`src/common/thermal_pkg.sv`:
```
// Operation
// - sensor enable bit 14, reset one
// - armed and enabled overheat cuts speakers
// - overheat means about 150 C threshold
// - temp-ok readable, on pin, interrupt source
package thermal_pkg;
  localparam logic [7:0] PWR_ONE_ADDR = 8'h01;   // power_control_one
  localparam logic [7:0] PWR_TWO_ADDR = 8'h02;   // power_control_two
  localparam logic [7:0] IRQ_STAT_ADDR = 8'h20;  // sticky event status
  localparam logic [7:0] IRQ_MASK_ADDR = 8'h21;  // interrupt mask
  localparam logic [7:0] PIN_SEL_ADDR = 8'h22;   // pin one routing
  localparam logic [15:0] PWR_ONE_RST = 16'h0000;
  localparam logic [15:0] PWR_TWO_RST = 16'h6000;
  localparam logic [15:0] ZERO16 = 16'h0000;
  localparam int SENSE_ENA_BIT = 14;             // sensor enable
  localparam int CUT_ARM_BIT = 13;               // overheat_output_cut
  localparam int SPK_RIGHT_BIT = 13;             // speaker_right_on
  localparam int SPK_LEFT_BIT = 12;              // speaker_left_on
  localparam int EV_FALL_BIT = 0;                // temp-ok lost
  localparam int EV_RISE_BIT = 1;                // temp-ok regained
  localparam logic [1:0] EV_ZERO = 2'h0;
  localparam logic [1:0] MASK_RST = 2'h3;        // all masked after reset
  localparam int TRIP_CELSIUS = 150;             // nominal trip point

  // pin one routing choices
  typedef enum logic [1:0] {
    PIN_LOW = 2'b00,
    PIN_TEMP_OK = 2'b01,
    PIN_IRQ = 2'b10,
    PIN_HIGH = 2'b11
  } pin_sel_e;

  // register bus request
  typedef struct packed {
    logic [7:0] addr;
    logic [15:0] wdata;
    logic wr;
    logic rd;
  } bus_req_s;
endpackage

```
`src/logic/thermal_shutdown_control.sv`:
```
// The plain strobed port was decided locally.
`timescale 1ns/1ps
module thermal_shutdown_control
  import thermal_pkg::*;
(
  // clock and reset
  input wire logic mclk,
  input wire logic reset_n,
  // register port
  input wire bus_req_s busReq,
  output logic [15:0] readData,
  // analog sensor comparator: high while die below trip point
  input wire logic sensorTempOk,
  // outputs
  output logic speakerLeftOut,
  output logic speakerRightOut,
  output logic generalPinOne,
  output logic irqOut
);

  ////////////////////////////////////////////////////////////////////////////
  // state
  logic [15:0] pwrOne_r, pwrOne_nxt;       // power_control_one
  logic [15:0] pwrTwo_r, pwrTwo_nxt;       // power_control_two
  logic [1:0] irqStat_r, irqStat_nxt;      // sticky events
  logic [1:0] irqMask_r, irqMask_nxt;      // 1 = masked
  pin_sel_e pinSel_r, pinSel_nxt;          // pin one source
  logic tempOk_r, tempOk_nxt;              // registered flag
  // bit of the live flag in the status read word
  localparam int LIVE_FLAG_BIT = 2;
  // next values of the registered outputs
  logic [15:0] readData_nxt;
  logic spkL_nxt, spkR_nxt, pin_nxt, irq_nxt;
  logic cutActive;                         // overheat cut in force
  logic [1:0] events;                      // edges of temp-ok

  ////////////////////////////////////////////////////////////////////////////
  // next-state logic
  // register holds, writes, event edges and read mux in one pass
  always_comb begin
    // default: control registers keep their value, read data returns to zero
    pwrOne_nxt = pwrOne_r;
    pwrTwo_nxt = pwrTwo_r;
    irqMask_nxt = irqMask_r;
    pinSel_nxt = pinSel_r;
    readData_nxt = ZERO16;
    // flag sampled only while sensor is enabled; off sensor reads ok
    tempOk_nxt = pwrTwo_r[SENSE_ENA_BIT] ? sensorTempOk : 1'b1;
    // edges between the held flag and its next value
    events = EV_ZERO;
    events[EV_FALL_BIT] = tempOk_r & ~tempOk_nxt;
    events[EV_RISE_BIT] = ~tempOk_r & tempOk_nxt;
    // status starts from its held value
    irqStat_nxt = irqStat_r;
    // register writes
    if (busReq.wr) begin
      case (busReq.addr)
        PWR_ONE_ADDR: pwrOne_nxt = busReq.wdata;
        PWR_TWO_ADDR: pwrTwo_nxt = busReq.wdata;
        // a one written clears that status bit
        IRQ_STAT_ADDR: irqStat_nxt = irqStat_r & ~busReq.wdata[1:0];
        IRQ_MASK_ADDR: irqMask_nxt = busReq.wdata[1:0];
        // pin one source, every code is legal
        PIN_SEL_ADDR: pinSel_nxt = pin_sel_e'(busReq.wdata[1:0]);
        default: ;                       // unmapped write ignored
      endcase
    end
    // set wins over clear
    irqStat_nxt = irqStat_nxt | events;
    // register reads, data one cycle later
    if (busReq.rd) begin
      case (busReq.addr)
        PWR_ONE_ADDR: readData_nxt = pwrOne_r;
        PWR_TWO_ADDR: readData_nxt = pwrTwo_r;
        // live flag beside the sticky events
        IRQ_STAT_ADDR: readData_nxt = {12'h000, 1'b0, tempOk_r, irqStat_r};
        IRQ_MASK_ADDR: readData_nxt = {14'h0000, irqMask_r};
        PIN_SEL_ADDR: readData_nxt = {14'h0000, pinSel_r};
        default: readData_nxt = ZERO16;  // unmapped reads zero
      endcase
    end
  end

  // cut needs both enable and arm, holds while flag low
  assign cutActive = pwrTwo_r[SENSE_ENA_BIT] & pwrTwo_r[CUT_ARM_BIT] & ~tempOk_r;

  ////////////////////////////////////////////////////////////////////////////
  // output next values
  always_comb begin
    // speakers follow their enables unless cut
    spkL_nxt = pwrOne_r[SPK_LEFT_BIT] & ~cutActive;
    spkR_nxt = pwrOne_r[SPK_RIGHT_BIT] & ~cutActive;
    // interrupt level from unmasked events
    irq_nxt = |(irqStat_r & ~irqMask_r);
    // pin one source select
    case (pinSel_r)
      PIN_LOW: pin_nxt = 1'b0;
      PIN_TEMP_OK: pin_nxt = tempOk_r;
      PIN_IRQ: pin_nxt = |(irqStat_r & ~irqMask_r);
      PIN_HIGH: pin_nxt = 1'b1;
      default: pin_nxt = 1'b0;
    endcase
  end

  ////////////////////////////////////////////////////////////////////////////
  // registers
  always_ff @(posedge mclk or negedge reset_n) begin
    if (!reset_n) begin
      // reset values, all outputs low
      pwrOne_r <= PWR_ONE_RST;
      pwrTwo_r <= PWR_TWO_RST;
      irqStat_r <= EV_ZERO;
      irqMask_r <= MASK_RST;
      pinSel_r <= PIN_LOW;
      tempOk_r <= 1'b1;
      readData <= ZERO16;
      speakerLeftOut <= 1'b0;
      speakerRightOut <= 1'b0;
      generalPinOne <= 1'b0;
      irqOut <= 1'b0;
    end else begin
      // normal update from next values
      pwrOne_r <= pwrOne_nxt;
      pwrTwo_r <= pwrTwo_nxt;
      irqStat_r <= irqStat_nxt;
      irqMask_r <= irqMask_nxt;
      pinSel_r <= pinSel_nxt;
      tempOk_r <= tempOk_nxt;
      readData <= readData_nxt;
      speakerLeftOut <= spkL_nxt;
      speakerRightOut <= spkR_nxt;
      generalPinOne <= pin_nxt;
      irqOut <= irq_nxt;
    end
  end
endmodule

```
`config.mk`:
```
export PLATFORM = sky130hd
export DESIGN_NAME = thermal_shutdown_control
export DESIGN_NICKNAME = d
export VERILOG_FILES = /design/src/common/thermal_pkg.sv /design/src/logic/thermal_shutdown_control.sv
export SDC_FILE = /design/constraint.sdc
export NUM_CORES = 1
export LEC_CHECK = 0
export BUFFER_PORTS_ARGS = -buffer_cell sky130_fd_sc_hd__buf_2
export CORE_ASPECT_RATIO = 0.6
export CORE_MARGIN = 8
export CORE_UTILIZATION = 58
export CTS_BUF_LIST = sky130_fd_sc_hd__clkbuf_16
export DETAILED_ROUTE_END_ITERATION = 16
export GPL_TIMING_DRIVEN = 0
export PLACE_DENSITY = 0.83
export RECOVER_POWER = 50
export SKIP_LAST_GASP = 1
export SLEW_MARGIN = 20
export SYNTH_ARGS = -nofsm -noshare
export SYNTH_HDL_FRONTEND = slang
export SYNTH_SLANG_ARGS = --single-unit
```
`constraint.sdc`:
```
create_clock -name mclk -period 1.7 [get_ports mclk]
set_input_delay 0.17 -clock mclk [delete_from_list [all_inputs] [get_ports mclk]]
set_output_delay 0.17 -clock mclk [all_outputs]
set_load 0.02 [all_outputs]
```
### Yosys cells after proc, flatten, opt, wreduce, memory -nomap -nowiden

Index checks and enable logic that the tools add are counted.

* bits in registers: 59
* bits in latches: 0
* RAM bits: 0
* ROM bits: 0
* word-level logic and storage cells: 45
* memories kept: 0

* add/subtract/negate cells: 0
* $mul: 0
* div/mod/pow operators: 0
* magnitude comparators: 0
* equal/unequal tests: 8
* shift operators: 0
* multiplexer cells: 6
* bitwise operators: 14
* reductions and logical operators: 6

Operators with widths (number)
* 16-bit case mux with 5 select lines: 1
* 8-bit by 6-bit equality test with 1-bit output (second input constant): 3
* 16-bit two-way mux: 1
* 8-bit by 1-bit equality test with 1-bit output (second input constant): 1
* 8-bit by 2-bit equality test with 1-bit output (second input constant): 1
* 2-bit AND reduction: 4
* 1-bit bitwise AND: 6
* 2-bit bitwise AND: 2
* 2-bit equality test (second input constant): 2
* 2-bit two-way mux: 2
* 2-bit inverter: 2
* 1-bit case mux with 4 select lines: 1
* 1-bit inverter: 3
* 2-bit by 1-bit equality test with 1-bit output (second input constant): 1
* 2-bit logical NOT: 1
* 2-bit bitwise OR: 1
* 2-bit OR reduction: 1
* 1-bit two-way mux: 1

### Logic depth before layout (Yosys ltp)

* depth in word-level cells: 5
* mapped depth: 6

### Worst setup path before layout

Ideal clock, no wire load.

* kind: input-to-reg
* start: input port busReq[22] (netlist bit)
* end: register pwrTwo_r[10]
* setup time: 125 ps
* arrival: 1351 ps
* path slack: 224 ps
* cell stages on the path: 5
* path buffers: 1
* cell sequence: or3_4 nor2_4 nand3_4 buf_6 mux2_4

* cells in the longest elaborated chain, start to end: 2

Ends and longest elaborated chain
* from (decl): RTL line thermal_shutdown_control.sv:10 `input wire bus_req_s busReq,`
* 8-bit by 2-bit equality test with 1-bit output: RTL line thermal_shutdown_control.sv:57 `case (busReq.addr)`
* 2-bit AND reduction (no source line)
* to (signal assigned): RTL line thermal_shutdown_control.sv:124 `pwrTwo_r <= pwrTwo_nxt;`
* to (decl): RTL line thermal_shutdown_control.sv:24 `logic [15:0] pwrTwo_r, pwrTwo_nxt;`

No other way between the ends.
A chain may end at the register's enable or synchronous reset.

### Worst setup path in the final report

* start: input port busReq[22] (netlist bit)
* end: register readData[14]

* cells in the longest elaborated chain, start to end: 3
* elaborated cells on any way between the ends: 7
* those cells by class: eq/ne: 5; mux: 2

Ends and longest elaborated chain
* 8-bit by 6-bit equality test with 1-bit output, or another cell as far along: RTL line thermal_shutdown_control.sv:72 `case (busReq.addr)`
* 16-bit case mux with 5 select lines *: RTL line thermal_shutdown_control.sv:72
* 16-bit two-way mux *: RTL line thermal_shutdown_control.sv:71 `if (busReq.rd) begin`
* net readData_nxt[14]: RTL line thermal_shutdown_control.sv:32 `logic [15:0] readData_nxt;`
* to (signal assigned): RTL line thermal_shutdown_control.sv:129 `readData <= readData_nxt;`
* to (decl): RTL line thermal_shutdown_control.sv:11 `output logic [15:0] readData,`

The timed path passes the listed nets; every way through them passes the cells marked *.

==> impl_metrics.env <==
export IMPL_yosysTopAreaCell="dfrtp_1"
export IMPL_detail_route_antenna_nets=0
export IMPL_synth_top_family_by_area="multiplexers"
export IMPL_peakVddDrop_uv=906.3
export IMPL_drive_gt1_frac=0.4125
export IMPL_cts_tree="built"
export IMPL_cts_root_buf="clkbuf_16"
export IMPL_cap_violations=0
export IMPL_cp_start_kind="primary input"
export IMPL_place_congestion=0.8756
export IMPL_maxSlewHeadroom=0.5224
export IMPL_cp_required_ns=1.95
export IMPL_internal_power_mw=2.992
export IMPL_hp_class="primary input to flop"
export IMPL_final_hold_viol_count=0
export IMPL_dr_pass1_iters=4
export IMPL_synth_edff_count=0
export IMPL_fmax_mhz=657.5
export IMPL_yosysUniqueCellTypes=34
export IMPL_syn_area_sq_um=2546
export IMPL_status="finished, final reports clean"
export IMPL_antenna_found_initial=0
export IMPL_yosys_top_cells_area="dfrtp_1 (53%), mux2_4 (12%), mux2_2 (7.1%), dfstp_2 (5.2%), a22oi_1 (4.1%)"
export IMPL_synthArstFlopShare=1.000
export IMPL_synthXorXnorAreaFrac=0
export IMPL_die_height_microns=67.32
export IMPL_ys_flop_type="dfrtp_1"
export IMPL_grt_pass1_wl_microns=9666
export IMPL_numCtsBuffers=9
export IMPL_rsz0062_at_grt="no"
export IMPL_clk_pin_slew_ns=0.05
export IMPL_seq_area_frac_synth=0.5823
export IMPL_start_util=0.6111
export IMPL_avgSynthCellArea_sq_um=14.47
export IMPL_drc=0
export IMPL_p_leak_nw=1.527
export IMPL_period_share=0.8946
export IMPL_pwr_share_comb=0.055
export IMPL_io_pins=49
export IMPL_grt_max_degree=60
export IMPL_area_growth_pct=25.11
export IMPL_clkPwrFrac=0.544
export IMPL_avgViaCountPerCell=5.623
export IMPL_muxShareOfSynthArea=0.2005
export IMPL_p_per_area_nw_per_um2=1184
export IMPL_arrival_ns=1.77
export IMPL_setup_violations=0
export IMPL_whs_ns=0.06558
export IMPL_portBuffers=47
export IMPL_rows=18
export IMPL_synth_cells=176
export IMPL_maxSlewViolCount=0
export IMPL_h_tree_depth=3
export IMPL_switching_share=0.2070
export IMPL_pre_cts_ws_ns=-0.08364
export IMPL_critPathMaxStageDelay_ns=0.51
export IMPL_final_cell_mix="dfrtp_1 (54), buf_2 (27), clkbuf_1 (21)"
export IMPL_setup_slack_ns=0.1792
export IMPL_synth_net_count=205
export IMPL_grt_overflow=0
export IMPL_synth_compound_area_share=0.06585
export IMPL_die_x_microns=101.5
export IMPL_wl_per_cell_microns=19.55
export IMPL_drt_iter0_markers=125
export IMPL_power_total_mw=3.773
export IMPL_yosys_warnings=0
export IMPL_p_seq_frac=0.400
export IMPL_path_cells="buf_2 -> nor3_1 -> nand4_1 -> clkbuf_1 -> nor2_1"
export IMPL_diodes=0
export IMPL_clock_skew_ns=0.006895
export IMPL_critical_path_peak_fanout=10
export IMPL_synthSimpleGateAreaFrac=0.1258
export IMPL_critPathKind="primary input to flop"
export IMPL_worst_slew_pin_slew_ns=0.7165
export IMPL_fp_coreArea_sq_um=4167
export IMPL_path_delay_family="simple AND/OR/NAND/NOR gates"
export IMPL_critPathBufInv=2
export IMPL_grt_pass1_vias=1855
export IMPL_power_switching_mw=0.7809
export IMPL_synthAdderAreaFrac=0
export IMPL_yosysTopAreaCellShare=0.5307
export IMPL_min_period_ns=1.521
export IMPL_nets=264
export IMPL_dieArea_sq_um=6835
export IMPL_dp_hpwl_microns=3880
export IMPL_grt_usage=0.1922
export IMPL_vias=1687
export IMPL_numClockSinks=59
export IMPL_drt_total_wl_microns=5866
export IMPL_cp_end_kind="flop"
export IMPL_insertion_delay_ns=0.33
export IMPL_ys_ff_latch=59
export IMPL_mostFrequentLayoutCell="dfrtp_1"
export IMPL_critPathSlowestCell="nor3_1"
export IMPL_clockBufferDepth=2
## registers in the layout, indices dropped and copies added, names as in the netlist
register,flops
irqOut,1
generalPinOne,1
pinSel_r,2
tempOk_r,1
pwrOne_r,16
speakerRightOut,1
speakerLeftOut,1
pwrTwo_r,16
readData,16
irqMask_r,2
irqStat_r,2
## worst register-to-register path: cells and delay by family, from the launching register on
kind / cells / cell delay [ns]
compound gates: 2 / 0.25
flops: 1 / 0.56
simple gates: 1 / 0.19
## metrics by stage
step | utilization | setup TNS, ns | std cells | area (sq um)
5_1_grt | 0.7646 | 0 | 300 | 3186
6_report | 0.7646 | 0 | 300 | 3186
4_1_cts | 0.7706 | 0 | 300 | 3211
3_3_place_gp | 0.6856 | -1.225 | 283 | 2856
3_5_place_dp | 0.6862 | -0.6495 | 283 | 2859
2_1_floorplan | - | 0 | 176 | 2546
## layer usage
| layer | vias up | global-route usage | wire length [microns] |
|---|---|---|---|
| met5 | - | 0 | 0 |
| met3 | 6 | 0.07487 | 414 |
| li1 | 763 | - | - |
| met4 | 0 | 0.08103 | 48 |
| met2 | 54 | 0.3049 | 2811 |
| met1 | 864 | 0.2326 | 2591 |
## path summary, 6_finish.rpt
path / startpoint / to / slack (ns) / cells after the start
max in group asynchronous: reset_n / pwrOne_r[1] / 0.78 / 2
min in group asynchronous: reset_n / irqOut / 0.45 / 2
worst max-delay path: busReq[22] / readData[14] / 0.18 / 5
worst min register to register: pwrOne_r[3] / pwrOne_r[3] / 0.50 / 1
worst min-delay path: sensorTempOk / tempOk_r / 0.07 / 3
worst max register to register: irqMask_r[1] / readData[1] / 0.61 / 3
## layout make-up
| type | instances | area, sq um |
|---|---|---|
| timing repair buffer | 48 | 222.7 |
| multi-input combinational | 107 | 998.5 |
| tap | 60 | 75.07 |
| clock inverter | 7 | 116.4 |
| clock buffer | 9 | 225.2 |
| fill | 261 | 980.9 |
| sequential | 59 | 1483 |
| buffer | 7 | 53.80 |
| inverter | 3 | 11.26 |
## power groups by stage
| stage | clock network (mW) | logic [mW] | registers (mW) |
|---|---|---|---|
| detailed placement | 0 | 0.208 | 1.53 |
| global route | 2.14 | 0.230 | 1.51 |
| global placement | 0 | 0.200 | 1.53 |
| floorplan | 0 | 0.102 | 1.52 |
| CTS | 2.08 | 0.214 | 1.51 |
| finish | 2.05 | 0.209 | 1.51 |
## what timing repair did
item / 4_1_cts / 5_1_grt
resized for setup: 0 / 0
buffers inserted: 0 / 0
endpoints found under the hold margin: 54 / 0
hold buffers: 1 / 0
## cell usage after synthesis, types with 2 or more instances
master	n
o22ai_1	3
nor3_1	3
buf_4	3
dfstp_2	5
nand3_4	2
nor2_1	16
inv_1	3
a21oi_1	3
or4b_4	2
nand4_1	3
mux2_2	16
o21ai_0	2
mux2_4	20
buf_6	2
nand2_1	2
mux2i_1	3
nor4b_2	2
and3_1	2
and2_1	2
nor3_4	2
dfrtp_1	54
a22oi_1	14
## logic make-up after synthesis
kind of cell / after synthesis
mux: 39
flops: 59
compound gates: 24
simple gates: 44
buf+inv: 10
Power figures use the tool's default switching activity.
